[src/crft_cfg.svh]
`ifndef CRFT_CFG_SVH
`define CRFT_CFG_SVH
// Summary of operation
// - a fault during exception processing for a fault halts the core at once.
// - the double-fault halt lasts until reset; nothing else leaves it.
// - reset outranks every exception and aborts work in progress for good.
// - reset sets supervisor, clears trace and master, sets priority mask to 7.
// - together with the status word, reset clears the vector base to zero.
// - reset disables the control of cache and local memory.
// - after reset, read longword 0 into stack pointer, 4 into program counter.
// - after the first fetch, execution starts at the loaded program counter.
// - access or address error before the first instruction ends in the halt.
// - a plain store keeps store resources busy two cycles; next store stalls.
// - a multi-register move neither causes nor suffers the store stall.
// - words need even addresses, longs addresses divisible by four.
// - misaligned operands split into byte/byte, byte/word/byte or word/word.
// - odd long costs 3(2/0) read, 2(0/2) write; others 2(1/0), 1(0/1).
// - cycle counts include all fetches, writes, internal cycles; rmw is (1/1).
// - program-counter-relative modes cost the same as address-register ones.

// status word layout and reset value
`define CRFT_SW_T_BIT      15
`define CRFT_SW_S_BIT      13
`define CRFT_SW_M_BIT      12
`define CRFT_SW_IPL_HI     10
`define CRFT_SW_IPL_LO     8
`define CRFT_SW_RESET      16'h2700
`define CRFT_VBR_RESET     32'h0000_0000
`define CRFT_MEMCTL_RESET  2'h0

// reset vector fetch addresses
`define CRFT_SP_VEC_ADDR   32'h0000_0000
`define CRFT_PC_VEC_ADDR   32'h0000_0004

// store resource busy window, cycles
`define CRFT_STORE_BUSY    2

// move timing, cycles
`define CRFT_CYC_REG       4'h1
`define CRFT_CYC_MEM_BW    4'h3
`define CRFT_CYC_MEM_L     4'h2
`define CRFT_CYC_IDX       4'h1

// misaligned extra cycles and extra references
`define CRFT_MIS_RD_ODDL   4'h3
`define CRFT_MIS_RD        4'h2
`define CRFT_MIS_WR_ODDL   4'h2
`define CRFT_MIS_WR        4'h1
`define CRFT_MIS_REF_ODDL  2'h2
`define CRFT_MIS_REF       2'h1

`endif

[src/crft_pkg.sv]
package crft_pkg;

  typedef enum logic [1:0] {SZ_BYTE, SZ_WORD, SZ_LONG} crft_size_e;

  typedef enum logic [3:0] {
    EA_DREG, EA_AREG, EA_IND, EA_POSTINC, EA_PREDEC, EA_D16, EA_D8X,
    EA_ABSW, EA_ABSL, EA_PC_D16, EA_PC_D8X, EA_IMM
  } crft_ea_e;

  typedef enum logic [3:0] {
    ST_RST_SP, ST_RST_PC, ST_FETCH, ST_IDLE, ST_STALL,
    ST_READ, ST_WRITE, ST_DONE, ST_HALT
  } crft_state_e;

  function automatic logic ea_is_mem(crft_ea_e m);
    return !(m inside {EA_DREG, EA_AREG, EA_IMM});
  endfunction

  // pc-relative indexed folds onto the address-register form
  function automatic logic ea_is_idx(crft_ea_e m);
    return m inside {EA_D8X, EA_PC_D8X};
  endfunction

  function automatic logic is_misaligned(logic [1:0] lo, crft_size_e sz);
    return (sz == SZ_WORD && lo[0]) || (sz == SZ_LONG && lo != 2'h0);
  endfunction

  function automatic logic is_odd_long(logic [1:0] lo, crft_size_e sz);
    return sz == SZ_LONG && lo[0];
  endfunction

  function automatic logic [2:0] size_bytes(crft_size_e sz);
    case (sz)
      SZ_BYTE: return 3'h1;
      SZ_WORD: return 3'h2;
      default: return 3'h4;
    endcase
  endfunction

  function automatic logic [31:0] size_mask(crft_size_e sz);
    case (sz)
      SZ_BYTE: return 32'h0000_00ff;
      SZ_WORD: return 32'h0000_ffff;
      default: return 32'hffff_ffff;
    endcase
  endfunction

endpackage

[src/crft_core.sv]
`timescale 1ns/10ps
`include "crft_cfg.svh"

module crft_core
  import crft_pkg::*;
#(
  parameter int unsigned STORE_BUSY = `CRFT_STORE_BUSY
) (
  // clock, reset, enable
  input  wire logic        ref_clk_i,
  input  wire logic        rst_i,
  input  wire logic        clk_en_i,

  // fault sources
  input  wire logic        fault_i,
  input  wire logic        exc_active_i,

  // supervisor register writes
  input  wire logic        status_word_wr_i,
  input  wire logic [15:0] status_word_i,
  input  wire logic        vector_base_wr_i,
  input  wire logic [31:0] vector_base_i,
  input  wire logic        memctl_wr_i,
  input  wire logic [1:0]  memctl_i,

  // operation request
  input  wire logic        op_valid_i,
  input  crft_ea_e         op_src_ea_i,
  input  crft_ea_e         op_dst_ea_i,
  input  crft_size_e       op_size_i,
  input  wire logic        op_multi_move_i,
  input  wire logic        op_rmw_i,
  input  wire logic [31:0] op_src_addr_i,
  input  wire logic [31:0] op_dst_addr_i,
  input  wire logic [31:0] op_wdata_i,

  // operation answer
  output logic             op_ready_o,
  output logic             op_done_o,
  output logic             op_err_o,
  output logic [31:0]      op_rdata_o,
  output logic [7:0]       op_cycles_o,
  output logic [2:0]       op_reads_o,
  output logic [2:0]       op_writes_o,
  output logic [1:0]       op_stall_o,

  // internal core bus
  output logic             bus_req_o,
  output logic             bus_write_o,
  output logic [31:0]      bus_addr_o,
  output crft_size_e       bus_size_o,
  output logic [31:0]      bus_wdata_o,
  input  wire logic        bus_ack_i,
  input  wire logic        bus_err_i,
  input  wire logic [31:0] bus_rdata_i,

  // core state
  output logic             halted_o,
  output logic             running_o,
  output logic [15:0]      status_word_o,
  output logic [31:0]      vector_base_o,
  output logic [1:0]       memctl_o,
  output logic [31:0]      stack_ptr_o,
  output logic [31:0]      prog_ctr_o
);

  if (STORE_BUSY < 1 || STORE_BUSY > 3) begin : g_chk
    $error("STORE_BUSY must be 1 to 3");
  end

  //////////////////////////////////////////////////////////////////////////

  crft_state_e state;
  crft_state_e next_state;
  crft_state_e first_phase;
  logic [1:0]  idx;
  logic [1:0]  next_idx;
  logic [31:0] acc;
  logic [31:0] next_acc;
  logic        first_exec;
  logic [1:0]  busy;
  logic [1:0]  stall_cnt;
  logic        bus_last;

  // captured operation
  logic        q_rd;
  logic        q_wr;
  logic        q_copy;
  logic        q_multi;
  crft_size_e  q_size;
  logic [31:0] q_rd_addr;
  logic [31:0] q_wr_addr;
  logic [31:0] q_wdata;
  logic [7:0]  q_cycles;
  logic [2:0]  q_reads;
  logic [2:0]  q_writes;

  // request seen in idle, else the captured copy
  logic        in_idle;
  logic        take;
  logic        cur_rd;
  logic        cur_wr;
  logic        cur_copy;
  logic        cur_multi;
  crft_size_e  cur_size;
  logic [31:0] cur_rd_addr;
  logic [31:0] cur_wr_addr;
  logic [31:0] cur_wdata;

  logic        early;
  logic        halt_evt;
  logic        bus_busy_state;

  // piece of the operand for the next bus cycle
  logic [31:0] p_addr;
  crft_size_e  p_size;
  logic [1:0]  p_off;
  logic        p_last;
  logic [2:0]  w_shift;
  logic [31:0] w_val;

  logic [7:0]  t_cycles;
  logic [2:0]  t_reads;
  logic [2:0]  t_writes;

  //////////////////////////////////////////////////////////////////////////

  assign in_idle     = state == ST_IDLE;
  assign take        = in_idle && op_valid_i && op_ready_o;
  assign cur_rd      = in_idle ? (ea_is_mem(op_src_ea_i) || op_rmw_i) : q_rd;
  assign cur_wr      = in_idle ? (ea_is_mem(op_dst_ea_i) || op_rmw_i) : q_wr;
  assign cur_copy    = in_idle ? (ea_is_mem(op_src_ea_i) && !op_rmw_i)
                               : q_copy;
  assign cur_multi   = in_idle ? op_multi_move_i : q_multi;
  assign cur_size    = in_idle ? op_size_i : q_size;
  assign cur_rd_addr = in_idle ? (op_rmw_i ? op_dst_addr_i : op_src_addr_i)
                               : q_rd_addr;
  assign cur_wr_addr = in_idle ? op_dst_addr_i : q_wr_addr;
  assign cur_wdata   = in_idle ? op_wdata_i : q_wdata;

  assign first_phase = cur_rd ? ST_READ : (cur_wr ? ST_WRITE : ST_DONE);

  // faults count as double during exception processing or when no instruction has yet run
  assign early    = exc_active_i || !first_exec;
  assign bus_busy_state = state inside {ST_RST_SP, ST_RST_PC, ST_FETCH,
                                        ST_READ, ST_WRITE};
  assign halt_evt = state != ST_HALT &&
                    ((fault_i && early) ||
                     (bus_err_i && bus_req_o && early) ||
                     (state == ST_RST_PC && bus_ack_i &&
                      bus_rdata_i[0]));

  //////////////////////////////////////////////////////////////////////////

  crft_timing u_timing (
    .src_ea_i (op_src_ea_i),
    .dst_ea_i (op_dst_ea_i),
    .size_i   (op_size_i),
    .rmw_i    (op_rmw_i),
    .rd_lo_i  (cur_rd_addr[1:0]),
    .wr_lo_i  (op_dst_addr_i[1:0]),
    .cycles_o (t_cycles),
    .reads_o  (t_reads),
    .writes_o (t_writes)
  );

  crft_split u_split (
    .addr_i       ((next_state == ST_WRITE) ? cur_wr_addr : cur_rd_addr),
    .size_i       (cur_size),
    .idx_i        (next_idx),
    .piece_addr_o (p_addr),
    .piece_size_o (p_size),
    .piece_off_o  (p_off),
    .piece_last_o (p_last)
  );

  // big-endian: earlier pieces are the more significant bytes
  assign w_shift = 3'(size_bytes(cur_size) - {1'b0, p_off}
                      - size_bytes(p_size));
  assign w_val   = cur_copy ? next_acc : cur_wdata;

  //////////////////////////////////////////////////////////////////////////

  always_comb begin
    next_state = state;
    next_idx   = idx;
    next_acc   = acc;
    unique case (state)
      ST_RST_SP: if (bus_ack_i) next_state = ST_RST_PC;
      ST_RST_PC: if (bus_ack_i) next_state = ST_FETCH;
      ST_FETCH:  if (bus_ack_i) next_state = ST_IDLE;
      ST_IDLE: if (take) begin
        next_idx = 2'h0;
        next_acc = 32'h0;
        if (cur_wr && !cur_multi && busy != 2'h0) begin
          next_state = ST_STALL;
        end else begin
          next_state = first_phase;
        end
      end
      ST_STALL: if (busy == 2'h0) next_state = first_phase;
      ST_READ: if (bus_err_i) begin
        next_state = ST_DONE;
      end else if (bus_ack_i) begin
        next_acc = (acc << {size_bytes(bus_size_o), 3'h0}) |
                   (bus_rdata_i & size_mask(bus_size_o));
        if (bus_last) begin
          next_idx   = 2'h0;
          next_state = cur_wr ? ST_WRITE : ST_DONE;
        end else begin
          next_idx = idx + 2'h1;
        end
      end
      ST_WRITE: if (bus_err_i) begin
        next_state = ST_DONE;
      end else if (bus_ack_i) begin
        if (bus_last) begin
          next_idx   = 2'h0;
          next_state = ST_DONE;
        end else begin
          next_idx = idx + 2'h1;
        end
      end
      ST_DONE: next_state = ST_IDLE;
      ST_HALT: next_state = ST_HALT;
    endcase
    if (halt_evt) next_state = ST_HALT;
  end

  // reset abandons any operation; nothing of it is kept
  always_ff @(posedge ref_clk_i or posedge rst_i) begin : fsm
    if (rst_i) begin
      state <= ST_RST_SP;
      idx   <= 2'h0;
      acc   <= 32'h0;
    end else if (clk_en_i) begin
      state <= next_state;
      idx   <= next_idx;
      acc   <= next_acc;
    end
  end

  //////////////////////////////////////////////////////////////////////////

  always_ff @(posedge ref_clk_i or posedge rst_i) begin : capture
    if (rst_i) begin
      q_rd      <= 1'b0;
      q_wr      <= 1'b0;
      q_copy    <= 1'b0;
      q_multi   <= 1'b0;
      q_size    <= SZ_LONG;
      q_rd_addr <= 32'h0;
      q_wr_addr <= 32'h0;
      q_wdata   <= 32'h0;
      q_cycles  <= 8'h0;
      q_reads   <= 3'h0;
      q_writes  <= 3'h0;
    end else if (clk_en_i && take) begin
      q_rd      <= cur_rd;
      q_wr      <= cur_wr;
      q_copy    <= cur_copy;
      q_multi   <= cur_multi;
      q_size    <= cur_size;
      q_rd_addr <= cur_rd_addr;
      q_wr_addr <= cur_wr_addr;
      q_wdata   <= cur_wdata;
      q_cycles  <= t_cycles;
      q_reads   <= t_reads;
      q_writes  <= t_writes;
    end
  end

  // store window; multi-register moves use their own resources
  always_ff @(posedge ref_clk_i or posedge rst_i) begin : store_busy
    if (rst_i) begin
      busy <= 2'h0;
    end else if (clk_en_i) begin
      if (state == ST_WRITE && bus_ack_i && bus_last && !q_multi) begin
        busy <= 2'(STORE_BUSY);
      end else if (busy != 2'h0) begin
        busy <= busy - 2'h1;
      end
    end
  end

  always_ff @(posedge ref_clk_i or posedge rst_i) begin : stall_count
    if (rst_i) begin
      stall_cnt <= 2'h0;
    end else if (clk_en_i) begin
      if (take) begin
        stall_cnt <= 2'h0;
      end else if (state == ST_STALL) begin
        stall_cnt <= stall_cnt + 2'h1;
      end
    end
  end

  always_ff @(posedge ref_clk_i or posedge rst_i) begin : first_flag
    if (rst_i) begin
      first_exec <= 1'b0;
    end else if (clk_en_i && state == ST_DONE) begin
      first_exec <= 1'b1;
    end
  end

  //////////////////////////////////////////////////////////////////////////

  always_ff @(posedge ref_clk_i or posedge rst_i) begin : bus_drive
    if (rst_i) begin
      bus_req_o   <= 1'b0;
      bus_write_o <= 1'b0;
      bus_addr_o  <= 32'h0;
      bus_size_o  <= SZ_LONG;
      bus_wdata_o <= 32'h0;
      bus_last    <= 1'b1;
    end else if (clk_en_i) begin
      bus_req_o   <= next_state inside {ST_RST_SP, ST_RST_PC, ST_FETCH,
                                        ST_READ, ST_WRITE};
      bus_write_o <= next_state == ST_WRITE;
      bus_wdata_o <= 32'h0;
      bus_last    <= 1'b1;
      unique case (next_state)
        ST_RST_SP: begin
          bus_addr_o <= `CRFT_SP_VEC_ADDR;
          bus_size_o <= SZ_LONG;
        end
        ST_RST_PC: begin
          bus_addr_o <= `CRFT_PC_VEC_ADDR;
          bus_size_o <= SZ_LONG;
        end
        ST_FETCH: begin
          bus_addr_o <= (state == ST_RST_PC) ? bus_rdata_i
                                             : prog_ctr_o;
          bus_size_o <= SZ_WORD;
        end
        ST_READ, ST_WRITE: begin
          bus_addr_o  <= p_addr;
          bus_size_o  <= p_size;
          bus_last    <= p_last;
          bus_wdata_o <= (w_val >> {w_shift, 3'h0}) & size_mask(p_size);
        end
        default: begin
          bus_addr_o <= bus_addr_o;
          bus_size_o <= bus_size_o;
        end
      endcase
    end
  end

  always_ff @(posedge ref_clk_i or posedge rst_i) begin : vectors
    if (rst_i) begin
      stack_ptr_o <= 32'h0;
      prog_ctr_o  <= 32'h0;
    end else if (clk_en_i && bus_ack_i && !bus_err_i) begin
      if (state == ST_RST_SP) stack_ptr_o <= bus_rdata_i;
      if (state == ST_RST_PC) prog_ctr_o  <= bus_rdata_i;
    end
  end

  //////////////////////////////////////////////////////////////////////////

  always_ff @(posedge ref_clk_i or posedge rst_i) begin : supervisor
    if (rst_i) begin
      status_word_o <= `CRFT_SW_RESET;
      vector_base_o <= `CRFT_VBR_RESET;
      memctl_o      <= `CRFT_MEMCTL_RESET;
    end else if (clk_en_i) begin
      if (status_word_wr_i) status_word_o <= status_word_i;
      if (vector_base_wr_i) vector_base_o <= vector_base_i;
      if (memctl_wr_i)      memctl_o      <= memctl_i;
    end
  end

  always_ff @(posedge ref_clk_i or posedge rst_i) begin : answer
    if (rst_i) begin
      op_ready_o  <= 1'b0;
      op_done_o   <= 1'b0;
      op_err_o    <= 1'b0;
      op_rdata_o  <= 32'h0;
      op_cycles_o <= 8'h0;
      op_reads_o  <= 3'h0;
      op_writes_o <= 3'h0;
      op_stall_o  <= 2'h0;
    end else if (clk_en_i) begin
      op_ready_o <= next_state == ST_IDLE;
      op_done_o  <= next_state == ST_DONE;
      if (next_state == ST_DONE) begin
        op_err_o    <= bus_err_i && bus_busy_state;
        op_rdata_o  <= next_acc;
        op_cycles_o <= take ? t_cycles : q_cycles + 8'(stall_cnt);
        op_reads_o  <= take ? t_reads : q_reads;
        op_writes_o <= take ? t_writes : q_writes;
        op_stall_o  <= take ? 2'h0 : stall_cnt;
      end
    end
  end

  always_ff @(posedge ref_clk_i or posedge rst_i) begin : core_state
    if (rst_i) begin
      halted_o  <= 1'b0;
      running_o <= 1'b0;
    end else if (clk_en_i) begin
      halted_o  <= next_state == ST_HALT;
      running_o <= next_state inside {ST_IDLE, ST_STALL, ST_READ,
                                      ST_WRITE, ST_DONE};
    end
  end

endmodule // crft_core

[src/crft_split.sv]
`timescale 1ns/10ps
`include "crft_cfg.svh"

module crft_split
  import crft_pkg::*;
(
  // operand
  input  wire logic [31:0] addr_i,
  input  crft_size_e       size_i,
  input  wire logic [1:0]  idx_i,
  // aligned piece
  output logic [31:0]      piece_addr_o,
  output crft_size_e       piece_size_o,
  output logic [1:0]       piece_off_o,
  output logic             piece_last_o
);

  always_comb begin
    piece_size_o = size_i;
    piece_off_o  = 2'h0;
    piece_last_o = 1'b1;
    if (!is_misaligned(addr_i[1:0], size_i)) begin
      piece_size_o = size_i;
    end else if (size_i == SZ_WORD) begin
      piece_size_o = SZ_BYTE;
      piece_off_o  = idx_i;
      piece_last_o = idx_i == 2'h1;
    end else if (is_odd_long(addr_i[1:0], size_i)) begin
      piece_size_o = (idx_i == 2'h1) ? SZ_WORD : SZ_BYTE;
      piece_off_o  = (idx_i == 2'h2) ? 2'h3 : idx_i;
      piece_last_o = idx_i == 2'h2;
    end else begin
      piece_size_o = SZ_WORD;
      piece_off_o  = {idx_i[0], 1'b0};
      piece_last_o = idx_i == 2'h1;
    end
  end

  assign piece_addr_o = addr_i + {30'h0, piece_off_o};

endmodule // crft_split

[src/crft_timing.sv]
`timescale 1ns/10ps
`include "crft_cfg.svh"

module crft_timing
  import crft_pkg::*;
(
  // operation
  input  crft_ea_e         src_ea_i,
  input  crft_ea_e         dst_ea_i,
  input  crft_size_e       size_i,
  input  wire logic        rmw_i,
  input  wire logic [1:0]  rd_lo_i,
  input  wire logic [1:0]  wr_lo_i,
  // modelled cost
  output logic [7:0]       cycles_o,
  output logic [2:0]       reads_o,
  output logic [2:0]       writes_o
);

  logic       rd;
  logic       wr;
  logic       idx;
  logic [3:0] base;
  logic [3:0] rd_x;
  logic [3:0] wr_x;
  logic [1:0] rd_n;
  logic [1:0] wr_n;

  always_comb begin
    rd   = ea_is_mem(src_ea_i) || rmw_i;
    wr   = ea_is_mem(dst_ea_i) || rmw_i;
    idx  = ea_is_idx(src_ea_i) || ea_is_idx(dst_ea_i);
    base = `CRFT_CYC_REG;
    if (rd || (src_ea_i == EA_IMM && wr)) begin
      base = (size_i == SZ_LONG) ? `CRFT_CYC_MEM_L : `CRFT_CYC_MEM_BW;
    end
    rd_x = 4'h0;
    rd_n = 2'h0;
    wr_x = 4'h0;
    wr_n = 2'h0;
    if (rd && is_misaligned(rd_lo_i, size_i)) begin
      rd_x = is_odd_long(rd_lo_i, size_i) ? `CRFT_MIS_RD_ODDL : `CRFT_MIS_RD;
      rd_n = is_odd_long(rd_lo_i, size_i) ? `CRFT_MIS_REF_ODDL : `CRFT_MIS_REF;
    end
    if (wr && is_misaligned(wr_lo_i, size_i)) begin
      wr_x = is_odd_long(wr_lo_i, size_i) ? `CRFT_MIS_WR_ODDL : `CRFT_MIS_WR;
      wr_n = is_odd_long(wr_lo_i, size_i) ? `CRFT_MIS_REF_ODDL : `CRFT_MIS_REF;
    end
    cycles_o = 8'(base) + 8'(idx) + 8'(rd_x) + 8'(wr_x);
    reads_o  = 3'(rd) + 3'(rd_n);
    writes_o = 3'(wr) + 3'(wr_n);
  end

endmodule // crft_timing

[config.mk]
export PLATFORM = sky130hd
export DESIGN_NAME = crft_core
export DESIGN_NICKNAME = d
export VERILOG_FILES = /design/src/crft_pkg.sv /design/src/crft_core.sv /design/src/crft_split.sv /design/src/crft_timing.sv
export VERILOG_INCLUDE_DIRS = /design/src
export SDC_FILE = /design/constraint.sdc
export NUM_CORES = 1
export LEC_CHECK = 0
export ABC_CLOCK_PERIOD_IN_PS = 15400
export BUFFER_PORTS_ARGS = -buffer_cell sky130_fd_sc_hd__buf_2
export CAP_MARGIN = 15
export CORE_MARGIN = 2
export CORE_UTILIZATION = 56
export CTS_CLUSTER_SIZE = 12
export DETAILED_ROUTE_END_ITERATION = 6
export GPL_TIMING_DRIVEN = 0
export PLACE_DENSITY = 0.82
export SLEW_MARGIN = 20
export SYNTH_ARGS = -nofsm -noshare
export SYNTH_HDL_FRONTEND = slang
export SYNTH_SLANG_ARGS = --single-unit
[constraint.sdc]
create_clock -name ref_clk_i -period 15.4 [get_ports ref_clk_i]
set_clock_uncertainty 0.2 [all_clocks]
set_input_delay 0 -clock ref_clk_i [delete_from_list [all_inputs] [get_ports ref_clk_i]]
set_output_delay 0 -clock ref_clk_i [all_outputs]
set_load 0.02 [all_outputs]
==> summary.txt <==
Routing
  • Residual DRC: 0
  • Via/cell ratio: about 6.3
  • Vias post-DR: 20.6k
  • Initial DRC count: 2029
  • Final WL: about 85 mm
  • Routed length per instance: 26.1 µm
  • Post-DRT Antenna Nets: 0
  • DR pass1 iterations: 6

Placement
  • Input/output buffers: 430
  • Dpl ws: 9070 ps
  • Placed wire-length estimate: approximately 60 mm
  • Dpl cell area: around 24000 µm²
  • Final Wtd Congestion: approximately 1

STA
  • Final setup viols: 0
  • Setup ws final: 8870 ps
  • Max-Slew Margin vs Limit: around a quarter
  • Pins Over Slew Limit: 0
  • Unrepaired setup endpoints after global routing: false
  • Fmax: 153 MHz
  • Final hold vios: 0
  • Tcrit/Tclk final: 42.4%
  • Minimum clock period: approximately 6500 ps
  • Slew @ Worst Pin: 1140 ps
  • Setup TNS: 0 ps

Outcome
  • Status: finished, final reports clean

Worst setup path
  • CP max FO: 10
  • Worst-path cell chain: buf_2 -> nand4bb_1 -> buf_2 -> buf_2 -> buf_2 -> buf_1 -> nand2_1 -> o2111ai_1 -> o21ai_0 -> clkinv_1 -> a21oi_1 -> o22ai_1 -> a21oi_1 -> ha_1 -> inv_1 -> fa_1 -> clkbuf_1 -> nor2_1 -> nand4b_1 -> nor2_2 -> a22o_1
  • Req. time, crit path: 15710 ps
  • Crit path largest cell delay: 590 ps
  • Crit end category: register
  • R2R depth: 21
  • Buf+Inv Stages, Crit Path: 8
  • CP Depth: 21
  • Startpoint Class: register
  • CP Class: reg -> reg
  • CP top delay family: buffers and inverters
  • Worst path arrival time: 6840 ps
  • Most frequent CP cell: buf_2
  • Slowest-stage cell, CP: buf_1

Cells and area
  • Commonest non-fill, non-tap cells in the layout: buf_2 (461), dfrtp_1 (381), nand2_1 (278)
  • # fillers: between 2k and 3k
  • Layout area overhead: 31.9%
  • Footprint of the multi-input gates: 10200 µm²
  • Seq. cell area: between 9000 and 10000 µm²
  • Nets: 2984
  • Cell area after layout: ~27000 µm²
  • Final core occ: 74.8%
  • Layout cells sized above 1: 27.8%
  • Most common cell after layout, fill and taps aside: buf_2

Yosys
  • Mapped Area: 20700 µm²
  • Post-synth ARST share: 100%
  • Sequential share of the synthesized area: 47.0%
  • Synth Instances: 2046
  • Yosys cell types: 96
  • Post-synth EDFFs: 0
  • Synth Flop Type: dfrtp_1
  • Syn Area/Cell: 10.1 µm²
  • Syn. warnings: 0
  • Yosys reg bits: 388

CTS
  • Post-CTS Setup Bufs: 0
  • Clk sinks: a little under 400
  • Root Buffer: clkbuf_16
  • CTS tree: done
  • Clock transition at path regs: 70 ps
  • CTS Buffer Depth: 3
  • Clock Latency Late Sink: approximately 600 ps
  • H-Tree Depth: 2
  • # resized after CTS: 0
  • CTS Hold Bufs: 237
  • CTS buffer count: 42

Min path
  • WHS Path Cells: 3
  • Worst Hold Class: in -> reg

Global routing
  • Initial antenna violation count: 2
  • Largest net degree at the start of global routing: 107
  • GRT overflow: 0
  • Tot GR Track Use: 44.0%
  • First-pass GRT wire length: 126 mm
  • Vias in the first global route: 20.6k

Run
  • Max cap viols: 0

Die
  • Die Area: between 30000 and 40000 µm²
  • Height of the die: 196 µm
  • Site row count: 70
  • Starting Density: 56.7%
  • Core footprint: about 36000 µm²
  • IO Pins: 436
  • Die width: 196 µm

Power
  • Leak pwr: 0.0127 µW
  • Pwr/cell area: around 120 nW/µm²
  • Total power: 3350 µW
  • Peak supply drop: 109 µV
==> area by class of cell <==
type | count | area share, %
antenna | 1 | 0.00918
buffer | 143 | 2.30
clock buffer | 62 | 4.54
clock inverter | 10 | 0.445
inverter | 45 | 0.647
multi-input combinational | 1472 | 37.3
sequential | 388 | 35.7
tap | 468 | 2.15
timing repair buffer | 671 | 17.0
==> power breakdown <==
group	switching [µW]	leakage [µW]	internal, µW	total [µW]
clock network	451	0.000669	590	1040
registers	118	0.00506	1160	1280
logic	657	0.00697	371	1030
==> metrics by stage <==
stage	hold WS [ps]	std cells
after CTS	1.71	3259
after floorplan	-49.5	2048
after global placement	32.4	2946
final	1.40	3260
after detailed placement	-205	2950
after global routing	10.8	3259
==> synthesized netlist by cell type (25+ instances only) <==
cell	n	area [µm²]
nor2b_1	31	194
dfrtp_1	381	9530
mux2_2	199	2240
a22oi_1	26	195
a22o_1	26	228
buf_2	31	155
inv_1	43	161
nor3_1	25	125
mux2i_1	127	1270
clkbuf_1	90	338
o21ai_0	167	836
nor2_1	105	394
nand2_1	278	1040
xnor2_1	25	219
a21oi_1	159	796
==> cells by family (layout without fill, tap and decap cells) <==
group,count (synthesis),after routing,synth area share (%)
AOI/OAI and AO/OA,537,537,16.4
DFF,388,388,47.0
and+or+nand+nor,545,545,12.0
buffers and inverters,188,931,3.85
xor gates and xnor gates,32,32,1.36
adders and majority gates,20,20,1.47
muxes,335,335,17.9
other,1,4,0.0182
==> per-layer routing <==
| layer | part of all wire (%) | wire [µm] | vias up | global-route usage, % |
|---|---|---|---|---|
| li1 | - | - | 8781 | - |
| met1 | 37 | 31400 | 10100 | 54.2 |
| met2 | 47 | 39900 | 1401 | 71.7 |
| met3 | 9.5 | 8090 | 376 | 9.68 |
| met4 | 6.8 | 5810 | 2 | 25.6 |
| met5 | 0.015 | 13 | - | 0 |
==> tightest hold or removal path, delay by kind of cell <==
| kind | cells | cell delay (ps) |
|---|---|---|
| mux | 1 | 130 |
| buf+inv | 2 | 640 |
==> path summary, 6_finish.rpt <==
path	start	endpoint	slack (ps)
max in group asynchronous	rst_i	bus_wdata_o[16]$_DFFE_PP0P_	12980
worst max-delay path	state[2]$_DFFE_PP0P_	bus_wdata_o[27]$_DFFE_PP0P_	8870
worst min-delay path	status_word_i[7]	status_word_o[7]$_DFFE_PP0P_	1
min in group asynchronous	rst_i	status_word_o[6]$_DFFE_PP0P_	340
worst max register to register	state[2]$_DFFE_PP0P_	bus_wdata_o[27]$_DFFE_PP0P_	8870
worst min register to register	first_exec$_DFFE_PP0P_	first_exec$_DFFE_PP0P_	260
No activity file was read; power rests on OpenSTA's default activity.
